--- config.mk ---
export PLATFORM = sky130hd
export DESIGN_NAME = pwmdac_top
export DESIGN_NICKNAME = d
export VERILOG_FILES = /design/src/verilog/pwmdac_pkg.sv /design/src/verilog/pwmdac_code_if.sv /design/src/verilog/pwmdac_mod.sv /design/src/verilog/pwmdac_top.sv
export VERILOG_INCLUDE_DIRS = /design/src /design/src/verilog
export SDC_FILE = /design/constraint.sdc
export NUM_CORES = 1
export LEC_CHECK = 0
export BUFFER_PORTS_ARGS = -buffer_cell sky130_fd_sc_hd__buf_2
export CORE_MARGIN = 4
export CORE_UTILIZATION = 38
export DETAILED_ROUTE_END_ITERATION = 7
export HOLD_SLACK_MARGIN = 0.05
export SYNTH_ARGS = -nofsm -noshare
export SYNTH_HDL_FRONTEND = slang
export SYNTH_SLANG_ARGS = --single-unit
--- constraint.sdc ---
create_clock -name aclk -period 2.8 [get_ports aclk]
set_clock_uncertainty 0.2 [all_clocks]
set_input_delay 0.28 -clock aclk [delete_from_list [all_inputs] [get_ports aclk]]
set_output_delay 0.28 -clock aclk [all_outputs]
set_load 0.02 [all_outputs]
--- src/verilog/pwmdac_map.svh ---
// Behaviour
// - 14-bit code sets pulse-divided PWM duty
// - lower three data registers write-only, read as zero
// - top write commits whole code; lower writes don't
// - waveform runs on internal clock after latching
// - frame split into 64 sub-frames, low spread
// - frame low time equals min(code + 64, 16384) half-cycles
// - frame 8192 cycles, sub-frame 128 cycles
// - first register carries code bits 3 to 0
`ifndef PWMDAC_MAP_SVH
`define PWMDAC_MAP_SVH

// ----------------------------------------------------------------
// register word indices (byte address is four times the index)
// ----------------------------------------------------------------
`define PWMDAC_IDX_NIB0     6'h16
`define PWMDAC_IDX_NIB1     6'h17
`define PWMDAC_IDX_NIB2     6'h18
`define PWMDAC_IDX_TOP      6'h19
`define PWMDAC_IDX_STATUS   6'h1a

// ----------------------------------------------------------------
// field positions and reset values
// ----------------------------------------------------------------
`define PWMDAC_NIB_LSB      0
`define PWMDAC_NIB_MSB      3
`define PWMDAC_TOP_MSB      1
`define PWMDAC_STAT_ACTIVE  0
`define PWMDAC_STAT_PENDING 1
`define PWMDAC_STAT_LEVEL   2
`define PWMDAC_NIB_RST      4'h0
`define PWMDAC_CODE_RST     14'h0000
`define PWMDAC_RDATA_RST    32'h0000_0000

// ----------------------------------------------------------------
// timing
// ----------------------------------------------------------------
`define PWMDAC_CLK_PS       4000
`define PWMDAC_TCYC_PS      953600
`define PWMDAC_HALF_DIV     (`PWMDAC_TCYC_PS / (2 * `PWMDAC_CLK_PS))
`define PWMDAC_SUBFRAMES    64
`define PWMDAC_SUB_TICKS    256
`define PWMDAC_FRAME_TICKS  16384
`define PWMDAC_LOW_OFFSET   64
`define PWMDAC_FRAME_LAST   14'h3fff

`endif

--- src/verilog/pwmdac_pkg.sv ---
`default_nettype none
package pwmdac_pkg;
    typedef logic [13:0] pwmdac_code_t;
    typedef logic [3:0]  pwmdac_nib_t;
    typedef logic [1:0]  pwmdac_resp_t;
    typedef logic [31:0] pwmdac_data_t;
    typedef logic [7:0]  pwmdac_addr_t;
    typedef logic [3:0]  pwmdac_strb_t;
    typedef logic [2:0]  pwmdac_prot_t;
    typedef enum logic [1:0] {
        PWMDAC_OKAY   = 2'h0,
        PWMDAC_DECERR = 2'h3
    } pwmdac_axresp_t;
    typedef enum {
        PWMDAC_IDLE,
        PWMDAC_RUN
    } pwmdac_state_t;
endpackage
`default_nettype wire

--- src/verilog/pwmdac_code_if.sv ---
`default_nettype none
interface pwmdac_code_if;
    import pwmdac_pkg::*;
    pwmdac_code_t code;
    logic         pending;
    logic         taken;
    logic         active;
    logic         level;
    modport ctl (output code, output pending,
                 input taken, input active, input level);
    modport mod (input code, input pending,
                 output taken, output active, output level);
endinterface
`default_nettype wire

--- src/verilog/pwmdac_mod.sv ---
`include "pwmdac_map.svh"
`default_nettype none
module pwmdac_mod #(
    parameter int unsigned HALF_DIV = `PWMDAC_HALF_DIV
) (
    input  wire logic      aclk,
    input  wire logic      aresetn,
    pwmdac_code_if.mod     cif,
    output var  logic      pin
);
    import pwmdac_pkg::*;

    localparam int unsigned DIV_W = (HALF_DIV > 1) ? $clog2(HALF_DIV) : 1;

    if (HALF_DIV < 1) begin
        $error("HALF_DIV must be at least 1");
    end

    pwmdac_state_t state;
    logic [DIV_W-1:0] div_cnt;
    logic [13:0]      pos;
    pwmdac_code_t     cur_code;
    logic             tick;
    logic             frame_end;
    logic             load;
    logic             extra;
    logic [8:0]       low_len;
    logic             low_now;

    function automatic logic [5:0] bitrev6(input logic [5:0] v);
        for (int i = 0; i < 6; i++) begin
            bitrev6[i] = v[5-i];
        end
    endfunction

    // ----------------------------------------------------------------
    // half-cycle tick and frame position
    // ----------------------------------------------------------------
    assign tick      = (div_cnt == DIV_W'(HALF_DIV - 1));
    assign frame_end = (state == PWMDAC_RUN) && tick &&
                       (pos == `PWMDAC_FRAME_LAST);
    assign load      = cif.pending &&
                       ((state == PWMDAC_IDLE) || frame_end);
    assign cif.taken  = load;
    assign cif.active = (state == PWMDAC_RUN);
    assign cif.level  = pin;

    always_ff @(posedge aclk) begin
        if (!aresetn || state == PWMDAC_IDLE || tick) begin
            div_cnt <= '0;
        end else begin
            div_cnt <= div_cnt + DIV_W'(1);
        end
    end

    always_ff @(posedge aclk) begin
        if (!aresetn) begin
            state <= PWMDAC_IDLE;
        end else if (load) begin
            state <= PWMDAC_RUN;
        end
    end

    always_ff @(posedge aclk) begin
        if (!aresetn || state == PWMDAC_IDLE) begin
            pos <= '0;
        end else if (tick) begin
            pos <= pos + 14'h0001;
        end
    end

    always_ff @(posedge aclk) begin
        if (!aresetn) begin
            cur_code <= `PWMDAC_CODE_RST;
        end else if (load) begin
            cur_code <= cif.code;
        end
    end

    // ----------------------------------------------------------------
    // low time: base of code[13:6]+1 per sub-frame, remainder spread
    // ----------------------------------------------------------------
    assign extra   = (bitrev6(pos[13:8]) < cur_code[5:0]);
    assign low_len = {1'b0, cur_code[13:6]} + 9'h001 +
                     {8'h00, extra};
    assign low_now = (state == PWMDAC_RUN) &&
                     ({1'b0, pos[7:0]} < low_len);

    always_ff @(posedge aclk) begin
        if (!aresetn) begin
            pin <= 1'b1;
        end else begin
            pin <= !low_now;
        end
    end

    // ----------------------------------------------------------------
    // checks
    // ----------------------------------------------------------------
    logic [14:0] low_acc;
    int unsigned frame_clk;
    logic [14:0] low_total;
    logic [14:0] low_expect;

    always_ff @(posedge aclk) begin
        if (!aresetn || state == PWMDAC_IDLE || frame_end) begin
            low_acc <= '0;
        end else if (tick && low_now) begin
            low_acc <= low_acc + 15'h0001;
        end
    end

    always_ff @(posedge aclk) begin
        if (!aresetn || state == PWMDAC_IDLE || frame_end) begin
            frame_clk <= 0;
        end else begin
            frame_clk <= frame_clk + 1;
        end
    end

    assign low_total  = low_acc + {14'h0000, low_now};
    assign low_expect = ({1'b0, cur_code} + 15'h0040 > 15'h4000) ?
                        15'h4000 : {1'b0, cur_code} + 15'h0040;
endmodule
`default_nettype wire

--- src/verilog/pwmdac_top.sv ---
// The AXI4-Lite slave port was chosen for this implementation.
`include "pwmdac_map.svh"
`default_nettype none
module pwmdac_top #(
    parameter int unsigned HALF_DIV = `PWMDAC_HALF_DIV,
    parameter int unsigned ADDR_W   = 8
) (
    input  wire logic                 aclk,
    input  wire logic                 aresetn,
    input  wire pwmdac_pkg::pwmdac_addr_t awaddr,
    input  wire pwmdac_pkg::pwmdac_prot_t awprot,
    input  wire logic                 awvalid,
    output var  logic                 awready,
    input  wire pwmdac_pkg::pwmdac_data_t wdata,
    input  wire pwmdac_pkg::pwmdac_strb_t wstrb,
    input  wire logic                 wvalid,
    output var  logic                 wready,
    output var  pwmdac_pkg::pwmdac_resp_t bresp,
    output var  logic                 bvalid,
    input  wire logic                 bready,
    input  wire pwmdac_pkg::pwmdac_addr_t araddr,
    input  wire pwmdac_pkg::pwmdac_prot_t arprot,
    input  wire logic                 arvalid,
    output var  logic                 arready,
    output var  pwmdac_pkg::pwmdac_data_t rdata,
    output var  pwmdac_pkg::pwmdac_resp_t rresp,
    output var  logic                 rvalid,
    input  wire logic                 rready,
    output var  logic                 shared_port_modulator_output_pin
);
    import pwmdac_pkg::*;

    if (ADDR_W != 8) begin
        $error("ADDR_W must be 8");
    end
    if (HALF_DIV < 1) begin
        $error("HALF_DIV must be at least 1");
    end

    pwmdac_code_if cif ();

    // ----------------------------------------------------------------
    // write channel capture
    // ----------------------------------------------------------------
    logic         aw_held;
    logic [5:0]   aw_idx;
    logic         w_held;
    pwmdac_data_t w_data;
    pwmdac_strb_t w_strb;
    logic         do_write;
    logic         wr_lane0;
    logic         wr_mapped;

    assign awready  = !aw_held;
    assign wready   = !w_held;
    assign do_write = aw_held && w_held && !bvalid;
    assign wr_lane0 = do_write && w_strb[0];

    always_ff @(posedge aclk) begin
        if (!aresetn) begin
            aw_held <= 1'b0;
            aw_idx  <= 6'h00;
        end else if (awvalid && awready) begin
            aw_held <= 1'b1;
            aw_idx  <= awaddr[7:2];
        end else if (do_write) begin
            aw_held <= 1'b0;
        end
    end

    always_ff @(posedge aclk) begin
        if (!aresetn) begin
            w_held <= 1'b0;
            w_data <= `PWMDAC_RDATA_RST;
            w_strb <= 4'h0;
        end else if (wvalid && wready) begin
            w_held <= 1'b1;
            w_data <= wdata;
            w_strb <= wstrb;
        end else if (do_write) begin
            w_held <= 1'b0;
        end
    end

    always_comb begin
        unique case (aw_idx)
            `PWMDAC_IDX_NIB0,
            `PWMDAC_IDX_NIB1,
            `PWMDAC_IDX_NIB2,
            `PWMDAC_IDX_TOP,
            `PWMDAC_IDX_STATUS: wr_mapped = 1'b1;
            default:            wr_mapped = 1'b0;
        endcase
    end

    always_ff @(posedge aclk) begin
        if (!aresetn) begin
            bvalid <= 1'b0;
            bresp  <= PWMDAC_OKAY;
        end else if (do_write) begin
            bvalid <= 1'b1;
            bresp  <= wr_mapped ? PWMDAC_OKAY : PWMDAC_DECERR;
        end else if (bready) begin
            bvalid <= 1'b0;
        end
    end

    // ----------------------------------------------------------------
    // staged code nibbles and commit
    // ----------------------------------------------------------------
    pwmdac_nib_t  nib0;
    pwmdac_nib_t  nib1;
    pwmdac_nib_t  nib2;
    logic         commit;
    pwmdac_code_t staged;
    logic         pending;

    assign commit = wr_lane0 && (aw_idx == `PWMDAC_IDX_TOP);

    always_ff @(posedge aclk) begin
        if (!aresetn) begin
            nib0 <= `PWMDAC_NIB_RST;
        end else if (wr_lane0 && aw_idx == `PWMDAC_IDX_NIB0) begin
            nib0 <= w_data[`PWMDAC_NIB_MSB:`PWMDAC_NIB_LSB];
        end
    end

    always_ff @(posedge aclk) begin
        if (!aresetn) begin
            nib1 <= `PWMDAC_NIB_RST;
        end else if (wr_lane0 && aw_idx == `PWMDAC_IDX_NIB1) begin
            nib1 <= w_data[`PWMDAC_NIB_MSB:`PWMDAC_NIB_LSB];
        end
    end

    always_ff @(posedge aclk) begin
        if (!aresetn) begin
            nib2 <= `PWMDAC_NIB_RST;
        end else if (wr_lane0 && aw_idx == `PWMDAC_IDX_NIB2) begin
            nib2 <= w_data[`PWMDAC_NIB_MSB:`PWMDAC_NIB_LSB];
        end
    end

    // only bits 1:0 of the top register reach the code
    always_ff @(posedge aclk) begin
        if (!aresetn) begin
            staged <= `PWMDAC_CODE_RST;
        end else if (commit) begin
            staged <= {w_data[`PWMDAC_TOP_MSB:0],
                       nib2, nib1, nib0};
        end
    end

    // a commit in the cycle the modulator takes the old code wins
    always_ff @(posedge aclk) begin
        if (!aresetn) begin
            pending <= 1'b0;
        end else if (commit) begin
            pending <= 1'b1;
        end else if (cif.taken) begin
            pending <= 1'b0;
        end
    end

    assign cif.code    = staged;
    assign cif.pending = pending;

    // ----------------------------------------------------------------
    // read channel
    // ----------------------------------------------------------------
    logic         rd_mapped;
    logic         rd_status;
    pwmdac_data_t status_word;

    assign arready   = !rvalid;
    assign rd_status = (araddr[7:2] == `PWMDAC_IDX_STATUS);

    always_comb begin
        unique case (araddr[7:2])
            `PWMDAC_IDX_NIB0,
            `PWMDAC_IDX_NIB1,
            `PWMDAC_IDX_NIB2,
            `PWMDAC_IDX_TOP,
            `PWMDAC_IDX_STATUS: rd_mapped = 1'b1;
            default:            rd_mapped = 1'b0;
        endcase
    end

    always_comb begin
        status_word = `PWMDAC_RDATA_RST;
        status_word[`PWMDAC_STAT_ACTIVE]  = cif.active;
        status_word[`PWMDAC_STAT_PENDING] = pending;
        status_word[`PWMDAC_STAT_LEVEL]   = cif.level;
    end

    // data registers are write-only and read back as zero
    always_ff @(posedge aclk) begin
        if (!aresetn) begin
            rvalid <= 1'b0;
            rdata  <= `PWMDAC_RDATA_RST;
            rresp  <= PWMDAC_OKAY;
        end else if (arvalid && arready) begin
            rvalid <= 1'b1;
            rdata  <= rd_status ? status_word : `PWMDAC_RDATA_RST;
            rresp  <= rd_mapped ? PWMDAC_OKAY : PWMDAC_DECERR;
        end else if (rready) begin
            rvalid <= 1'b0;
        end
    end

    // ----------------------------------------------------------------
    // modulator
    // ----------------------------------------------------------------
    pwmdac_mod #(
        .HALF_DIV (HALF_DIV)
    ) u_mod (
        .aclk     (aclk),
        .aresetn  (aresetn),
        .cif      (cif.mod),
        .pin      (shared_port_modulator_output_pin)
    );
endmodule
`default_nettype wire

==> metrics, run 1 <==
status finished, violations left; failing checks negative setup slack; number of diodes 0; r2r worst-path depth 14; fmax 0.342 GHz; Required @ worst endpoint 2.82 ns; minimum setup slack among reg-to-reg paths -0.13 ns; WL/cell between 10 and 15 microns; Starting Density 0.396; area delta synth->final 14.7%; register area share after synthesis 0.406; CTS tree built; via count ~3000; Final nets between 500 and 600; Min-Delay Endpoint rresp[0]; Top delay family on crit path compound AO/OA/AOI/OAI gates; IO Port Bufs 36; ys async rst share 0; final instance area ~0.0048 sq mm; LEAKAGE between 1.5 and 2 nW; worst setup margin -0.128 ns; clk sinks between 80 and 90; 1st-pass router iterations 4; largest net degree at the start of global routing 80; sum of buffers and inverters on the critical path 2; CTS HTree Levels 3; Max Cap Violations 0; critical path class register to register; first-pass GRT wire length around 13000 microns; Slew Limit Fails 0; Setup Viol. Count Final 1; Cells after Synth approximately 450; initial antenna violation count 0; share of cells above drive strength 1 0.166; Antenna Violating Nets Remaining 0; CTS Buf Count 9; Final period util 1.05; number of global-route vias before repair roughly 2800; Cell Rows 37; Max VDD drop around 240 uV; top cell type by total area after synthesis dfxtp_1; die height approximately 110 microns; slowest cell on the critical path dfxtp_2; DRC Markers 0; Placer Congestion roughly 0.78; Worst Hold Depth 4; RSZ-0062 raised after global routing yes; Fillers 1025; reg2reg start u_mod.cur_code[1]; count of state elements after synthesis 84; Post-synth EDFFs 0; Worst Tran Pin Value about 0.67 ns; number of library cell types mapped by synthesis 50; Data arrival, critical path 2.95 ns; Placement Setup Slack -0.336 ns; CP cell instances inv_2 > ha_4 > a21o_1 > a211oi_2 > o31ai_2 > ha_2 > inv_2 > ha_4 > nand2_4 > xor2_1 > ha_1 > a21o_1 > a211oi_2 > a31oi_2; Final Hold Viols 0; min-delay src araddr[6]; GRT overflow 0; largest cells by area after synthesis dfxtp_1, mux2i_1, nor2b_1; count leader, synth dfxtp_1; Synth top area share 0.406; Commonest cells post-synth dfxtp_1, mux2i_1, nand2_1; CTS max path bufs 2; core footprint approximately 0.010 sq mm; HPWL after detailed placement ~5400 microns; Post-DP Area roughly 0.0043 sq mm; CP endpoint kind register; Yosys Warn Count 0; Iter 0 DRT Violations 92; aggregate routed wire length 7740 microns; power per cell area 466 mW/mm^2; via-per-instance ratio roughly 4.7; reg2reg end u_mod.cif.level; clock slew at reported path FFs around 0.080 ns; max incr delay on CP ~0.34 ns; gr usage total 0.126; chip width 112 microns; max-slew headroom at the worst pin 0.551; root buf cell clkbuf_8; Final Critical Period 2.93 ns; Setup crit start kind register; Synth Cell Area between 0.004 and 0.005 sq mm; worst hold path type input port to register; worst-skew pair later-pin latency ~0.36 ns; Main synth FF type dfxtp_1; Die ar. approximately 0.013 sq mm; io pins 107; CP Max Fanout 3; Mapped Avg Cell Area slightly above 9 sq um; Pwr Total about 2.2 mW
==> where the power goes <==
part	switching [mW]	internal (mW)
sequential	0.0151	1.21
combinational	0.0959	0.0639
clock	0.423	0.408
==> per-layer routing <==
metal,up-vias,part of all wire,GRT usage
met3,4,0.047,0.0437
met2,53,0.47,0.201
met5,-,0,0
met1,1378,0.48,0.164
met4,0,0.0052,0.0313
li1,1557,-,-
==> cells in the final DEF (no fill, tap or decap), drive strengths merged, types with 3 or more instances in the layout <==
master,count
nor2b,43
ha,17
xnor2,7
o21ai,10
xor2,11
conb,29
inv,17
or4,4
nor4,3
mux2i,51
nand4,7
and4b,3
nand3b,3
nand2,46
nor3,4
buf,47
a21o,3
dlygate4sd3,16
clkbuf,11
dfxtp,84
nor2,23
and4,3
nand3,17
a21oi,9
a21boi,4
a31oi,3
==> registers in the layout (all words and copies together) (netlist names) <==
name and count:
rdata 3, aw_idx 6, nib0 4, cif.pending 1, u_mod.div_cnt 7, bresp 1
u_mod.pos 14, w_held 1, nib2 4, u_mod.cur_code 14, w_strb 1, aw_held 1
w_data 4, rvalid 1, bvalid 1, rresp 1, nib1 4, u_mod.state 1
u_mod.cif.level 1, cif.code 14
==> how the worst max path moves through the flow <==
stage                                  from               to  depth (start not counted)
after global routing      u_mod.cur_code[1]  u_mod.cif.level                         14
final                     u_mod.cur_code[1]  u_mod.cif.level                         14
after CTS                 u_mod.cur_code[1]  u_mod.cif.level                         14
after floorplan           u_mod.cur_code[1]  u_mod.cif.level                         14
after detailed placement  u_mod.cur_code[1]  u_mod.cif.level                         14
after global placement    u_mod.cur_code[1]  u_mod.cif.level                         14
==> logic make-up after synthesis <==
kind of cell             share of synthesized area
AO/OA/AOI/OAI                               0.0649
XOR/XNOR                                    0.0381
adder cells (fa/ha/maj)                     0.0513
buffers and inverters                       0.0954
flip-flops                                   0.406
multiplexers                                 0.123
other                                     0.000905
AND/OR/NAND/NOR                              0.220
==> final cells by class <==
cell class | count | area [sq um] | share of cell area
timing repair buffer | 63 | 423 | 0.0890
inverter | 17 | 63.8 | 0.0134
sequential | 84 | 1680 | 0.354
tap | 136 | 170 | 0.0358
clock inverter | 4 | 51.3 | 0.0108
multi-input combinational | 322 | 2230 | 0.469
clock buffer | 11 | 131 | 0.0276
==> metrics by stage <==
stage | instances | utilization | hold WS (ns) | TNS (ns)
finish | 637 | 0.454 | 0.102 | -0.128
global route | 637 | 0.454 | 0.109 | -0.228
CTS | 636 | 0.453 | 0.0814 | -0.131
detailed placement | 605 | 0.415 | 0.253 | -0.336
global placement | 605 | 0.415 | 0.246 | -0.245
floorplan | 474 | - | 0.218 | 0
==> worst register-to-register path: stages (launching register included) <==
cell,delay [ns]
dfxtp_2,0.34
inv_2,0.04
ha_4,0.25
a21o_1,0.12
a211oi_2,0.07
o31ai_2,0.25
ha_2,0.25
inv_2,0.05
ha_4,0.17
nand2_4,0.06
xor2_1,0.16
ha_1,0.28
a21o_1,0.18
a211oi_2,0.24
a31oi_2,0.13
==> what timing repair did <==
action                                 4_1_cts  5_1_grt
setup endpoints to repair                    1        1
hold buffers                                16        0
endpoints found under the hold margin       15        0
pin swaps                                    9        7
gates resized for setup                     14        3
setup buffers                                0        1
Power figures use the tool's default switching activity.
==> run 2: changes to the inputs <==
- REMOVE_ABC_BUFFERS: not set -> 1
==> run 2 against run 1 <==
Against the previous run:
- the flow still finishes with violations (negative setup slack)
- power increased by 3.9%
- clock-buffer cell count unchanged
- sequential power is essentially flat
- clock power increased by 10%
- core utilization is 0.33 points higher
- largest power group unchanged
==> metrics, run 2 (synthesis results as in run 1) <==
switching share of power 0.230 (-0.0109); critical path class register to register; Clk pwr share 0.398 (+0.023); number of global-route vias before repair 2797 (-1.6%); CP cell instances inv_2 > ha_4 > a21o_1 > a211oi_2 > o31ai_2 > ha_2 > inv_2 > ha_4 > nand2_2 > xor2_1 > ha_1 > a21o_1 > a211oi_2 > a31oi_1; aggregate routed wire length 7570 microns (-2.2%); chip width 112 microns (unchanged); M1 WL 3710 microns (+0.51%); core footprint 0.0105 sq mm (unchanged); Setup Viol. Count Final 1 (unchanged); failing checks negative setup slack; LEAKAGE 1.93 nW (about the same); Slew Limit Fails 0 (unchanged); sum of buffers and inverters on the critical path 2 (unchanged); initial antenna violation count 0 (unchanged); DR WL met3 430 microns (+17%); Top delay family on crit path compound AO/OA/AOI/OAI gates; worst setup margin -0.0515 ns (+0.0760 ns); Final period util 1.02 (-0.0271); area delta synth->final 15.6%; Seq pwr share 0.533 (-0.020); met2 routed WL 3340 microns (-8.2%); Fillers 1011 (-1.4%); Max Cap Violations 0 (unchanged); Worst Tran Pin Value 0.684 ns (+0.0107 ns); commonest non-fill, non-tap cell in the layout dfxtp_1; Placer Congestion 0.792 (+2.2%); via-per-instance ratio 4.62 (-1.7%); Pwr Total 2.30 mW (+3.9%); first-pass GRT wire length 12600 microns (-5.2%); die height 112 microns (unchanged); clock slew at reported path FFs 0.08 ns (about the same); combinational power share 0.070 (-0.002); Setup crit start kind register; worst-skew pair later-pin latency 0.36 ns (about the same); RSZ-0062 raised after global routing yes; HPWL after detailed placement 5250 microns (-2.8%); Iter 0 DRT Violations 77 (-16%); root buf cell clkbuf_8; CTS HTree Levels 3 (unchanged); Data arrival, critical path 2.88 ns (-0.07 ns); power per cell area 481 mW/mm^2 (+3.1%); CTS tree built; Final nets 582 (+0.52%); Multi-input gate area 0.00222 sq mm (-0.51%); max incr delay on CP 0.34 ns (about the same); Int Pwr 1.77 mW (+5.4%); status finished, violations left; fmax 0.351 GHz (+2.7%); most frequent cells in the layout dfxtp_1, mux2i_1, nand2_1, nor2b_1, buf_2; CP Max Fanout 3 (unchanged); via count 2956 (-1.2%); Required @ worst endpoint 2.82 ns (about the same); worst hold path type input port to register; Starting Density 0.396 (unchanged); CTS max path bufs 2 (unchanged); max-slew headroom at the worst pin 0.543 (-0.00806); Antenna Violating Nets Remaining 0 (unchanged); 1st-pass router iterations 4 (unchanged); Final Hold Viols 0 (unchanged); Top Metal Used met4; Cell Rows 37 (unchanged); Final Critical Period 2.85 ns (-0.0760 ns); Sequential cell area 0.00168 sq mm (unchanged); largest net degree at the start of global routing 80 (unchanged); slowest cell on the critical path dfxtp_2; switching power 529 uW (-0.84%); gr usage total 0.121 (-0.00558); number of diodes 0 (unchanged); clk sinks 84 (unchanged); WL/cell 11.8 microns (-2.6%); CTS Buf Count 9 (unchanged); GRT overflow 0 (unchanged); setup tns final -0.0515 ns (+0.0760 ns); DRC Markers 0 (unchanged); io pins 107 (unchanged); Max VDD drop 310 uV (+31%); Die ar. 0.0126 sq mm (unchanged); share of cells above drive strength 1 0.169 (+0.00298); IO Port Bufs 36 (unchanged); CP endpoint kind register
==> run 2: final cells by class <==
class	count	area share
Multi-Input combinational cell	322	0.463
Sequential cell	84	0.352
Timing Repair Buffer	66	0.0930
Tap cell	136	0.0355
Clock buffer	11	0.0274
Clock inverter	4	0.0157
Inverter	17	0.0133
==> run 2: routing by layer <==
layer / vias to the layer above / GRT usage
met3: 8 / 0.0410
met2: 69 / 0.197
met5: - / 0
met4: 0 / 0.0369
li1: 1556 / -
met1: 1323 / 0.151
==> run 2: tightest hold or removal path, stage by stage <==
cell and delay [ns]:
buf_2 0.10, nand2b_1 0.08, a21oi_1 0.05, a21oi_1 0.13
==> run 2: what timing repair did <==
action | CTS | global route
setup endpoints to repair | 1 | 1
hold endpoints to repair | 15 | 0
cloned | 0 | 0
pin swaps | 9 | 7
hold buffers | 16 | 0
buffers inserted | 1 | 2
resized for setup | 11 | 2
==> run 2: power groups by stage <==
stage | combinational [mW] | sequential (mW) | clock (mW)
floorplan | 0.0862 | 1.26 | 0
global placement | 0.141 | 1.25 | 0
detailed placement | 0.142 | 1.25 | 0
CTS | 0.160 | 1.23 | 0.947
global route | 0.176 | 1.23 | 0.992
finish | 0.161 | 1.23 | 0.915
==> run 2: final timing paths <==
path	startpoint	end	slack, ns	cells after the start
worst max register to register	u_mod.cur_code[1]	u_mod.cif.level	-0.05	14
worst min-delay path	araddr[6]	rresp[0]	0.11	4
worst min register to register	u_mod.cur_code[4]	u_mod.cur_code[4]	0.26	2
worst max-delay path	u_mod.cur_code[1]	u_mod.cif.level	-0.05	14
==> run 2: stage by stage <==
stage / cell area, sq um / std cells / setup slack (ns) / util / hold WS [ns]
floorplan: 3920 / 423 / 0.000583 / - / 0.198
global placement: 4350 / 606 / -0.223 / 0.416 / 0.244
detailed placement: 4350 / 606 / -0.244 / 0.416 / 0.251
CTS: 4760 / 638 / -0.0928 / 0.455 / 0.0982
global route: 4790 / 640 / -0.213 / 0.458 / 0.157
finish: 4790 / 640 / -0.0515 / 0.458 / 0.114
==> run 3: changes to the inputs <==
- clock period: 2.8 -> 2.9 ns (I/O delays scaled with it)
==> run 3 against run 2 <==
Against the previous run:
- the run now ends clean
- critical path type unchanged
- first-iteration DRC count rose by 38%
- global-route usage increased by 0.55 points
- non-clock buffer count decreased by 6
- critical endpoint unchanged
- largest power group unchanged
==> metrics, run 3 (synthesis results as in run 1) <==
core footprint 0.0105 sq mm (unchanged); via count 3014 (+2.0%); Worst Tran Pin Value 0.668 ns (-0.0163 ns); via-per-instance ratio 4.75 (+2.8%); CTS HTree Levels 3 (unchanged); Final Hold Viols 0 (unchanged); chip width 112 microns (unchanged); worst-skew pair later-pin latency 0.35 ns (about the same); max-slew headroom at the worst pin 0.554 (+0.0109); gr usage total 0.126 (+0.00551); Slew Limit Fails 0 (unchanged); clk sinks 84 (unchanged); Antenna Violating Nets Remaining 0 (unchanged); commonest non-fill, non-tap cell in the layout dfxtp_1; Starting Density 0.396 (unchanged); Worst Setup SP u_mod.pos[12]; clock slew at reported path FFs 0.08 ns (about the same); root buf cell clkbuf_8; met2 GRT Util 0.217 (+0.0195); most frequent cells in the layout dfxtp_1, mux2i_1, nand2_1, nor2b_1, buf_2; WL/cell 12.1 microns (+2.6%); CP Max Fanout 4 (+1); first-pass GRT wire length 13200 microns (+4.7%); IO Port Bufs 36 (unchanged); Post-DP Area 0.00432 sq mm (-0.69%); CP cell instances ha_4 > a21o_1 > a211oi_2 > o31ai_2 > ha_2 > inv_2 > ha_4 > nand2_2 > xor2_1 > ha_1 > a21o_1 > a211oi_2 > a31oi_1; worst setup margin 0.0469 ns (+0.0984 ns); met1 Use GR 0.153 (+0.00199); Cell Rows 37 (unchanged); 1st-pass router iterations 4 (unchanged); largest net degree at the start of global routing 80 (unchanged); Max Cap Violations 0 (unchanged); Max VDD drop 331 uV (+6.9%); Die ar. 0.0126 sq mm (unchanged); Sequential cell area 0.00168 sq mm (about the same); Fillers 1010 (-0.099%); final instance area 0.00476 sq mm (-0.68%); DRC Markers 0 (unchanged); critical path class register to register; max incr delay on CP 0.41 ns (+0.07 ns); Top Usage Layer GRT met2; HPWL after detailed placement 5330 microns (+1.5%); power per cell area 471 mW/mm^2 (-2.1%); share of cells above drive strength 1 0.162 (-0.00633); sum of buffers and inverters on the critical path 1 (-1); Final period util 0.984 (-0.0346); number of diodes 0 (unchanged); reg2reg start u_mod.pos[12]; aggregate routed wire length 7710 microns (+1.8%); CTS Buf Count 9 (unchanged); Iter 0 DRT Violations 106 (+38%); fmax 0.350 GHz (about the same); Setup crit start kind register; CTS tree built; number of global-route vias before repair 2898 (+3.6%); Placer Congestion 0.768 (-3.1%); Top delay family on crit path compound AO/OA/AOI/OAI gates; GR Util met3 0.0334 (-0.00755); RSZ-0062 raised after global routing yes; Data arrival, critical path 2.87 ns (about the same); Required @ worst endpoint 2.92 ns (+0.10 ns); Pwr Total 2.24 mW (-2.7%); LEAKAGE 1.91 nW (-0.89%); initial antenna violation count 0 (unchanged); Final nets 576 (-1.0%); die height 112 microns (unchanged); status complete, no violations; Multi-input gate area 0.00222 sq mm (unchanged); setup tns final 0 ns (+0.0515 ns); Final Critical Period 2.85 ns (+0.00160 ns); slowest cell on the critical path dfxtp_1; Placement Setup Slack -0.187 ns (+0.0567 ns); io pins 107 (unchanged); min-delay src araddr[4]; CTS max path bufs 2 (unchanged); GRT overflow 0 (unchanged); area delta synth->final 14.8%; Setup Viol. Count Final 0 (-1); worst hold path type input port to register; CP endpoint kind register; hold slack 0.142 ns (+0.0278 ns)
[run 3: cell types whose count changed in the layout (fill, tap and decap cells not counted)]
cell        change
buf_4           -6
bufinv_16       -1
clkbuf_1        -2
clkbuf_8        +3
clkinv_4        +1
clkinvlp_4      -1
dfxtp_1         +1
dfxtp_2         -1
inv_6           +1
o21ai_0         -1
o21ai_1         +1
[run 3: power breakdown]
group / switching, mW / internal (mW)
combinational: 0.0934 / 0.0617
sequential: 0.0155 / 1.17
clock: 0.426 / 0.473
total: 0.535 / 1.70
[run 3: worst paths after layout]
path                                           to  slack [ns]  cells past startpoint
worst max-delay path              u_mod.cif.level        0.05                     13
worst min-delay path                     rresp[0]        0.14                      4
worst max register to register    u_mod.cif.level        0.05                     13
worst min register to register  u_mod.cur_code[6]        0.26                      2
[run 3: layout make-up]
class	count	area share
clock buffers	12	0.0347
clock inverters	4	0.0116
inverters	17	0.0134
multi-input cells	322	0.466
flip-flops and latches	84	0.354
well taps	136	0.0358
repair buffers	60	0.0842
[run 3: per-stage QoR]
step                utilization  cells
floorplan                     -    423
global placement          0.413    602
detailed placement        0.413    602
CTS                       0.453    635
global route              0.455    635
finish                    0.455    635
[run 3: layer usage]
| layer | part of all wire | vias up |
|---|---|---|
| met3 | 0.050 | 11 |
| met2 | 0.46 | 74 |
| met4 | 0.016 | 0 |
| met5 | 0 | - |
| li1 | - | 1551 |
| met1 | 0.48 | 1378 |
[run 3: repair_timing]
| item | CTS | global route |
|---|---|---|
| buffers inserted | 1 | 0 |
| gates resized for setup | 11 | 2 |
| setup endpoints to repair | 1 | 1 |
| hold buffers | 16 | 0 |
| pin swaps | 9 | 5 |
| hold endpoints to repair | 15 | 0 |
[run 3: worst min-delay path, cell delays in order]
cell and delay (ns):
buf_2 0.11, nand3b_1 0.07, a21oi_1 0.06, a21oi_1 0.13
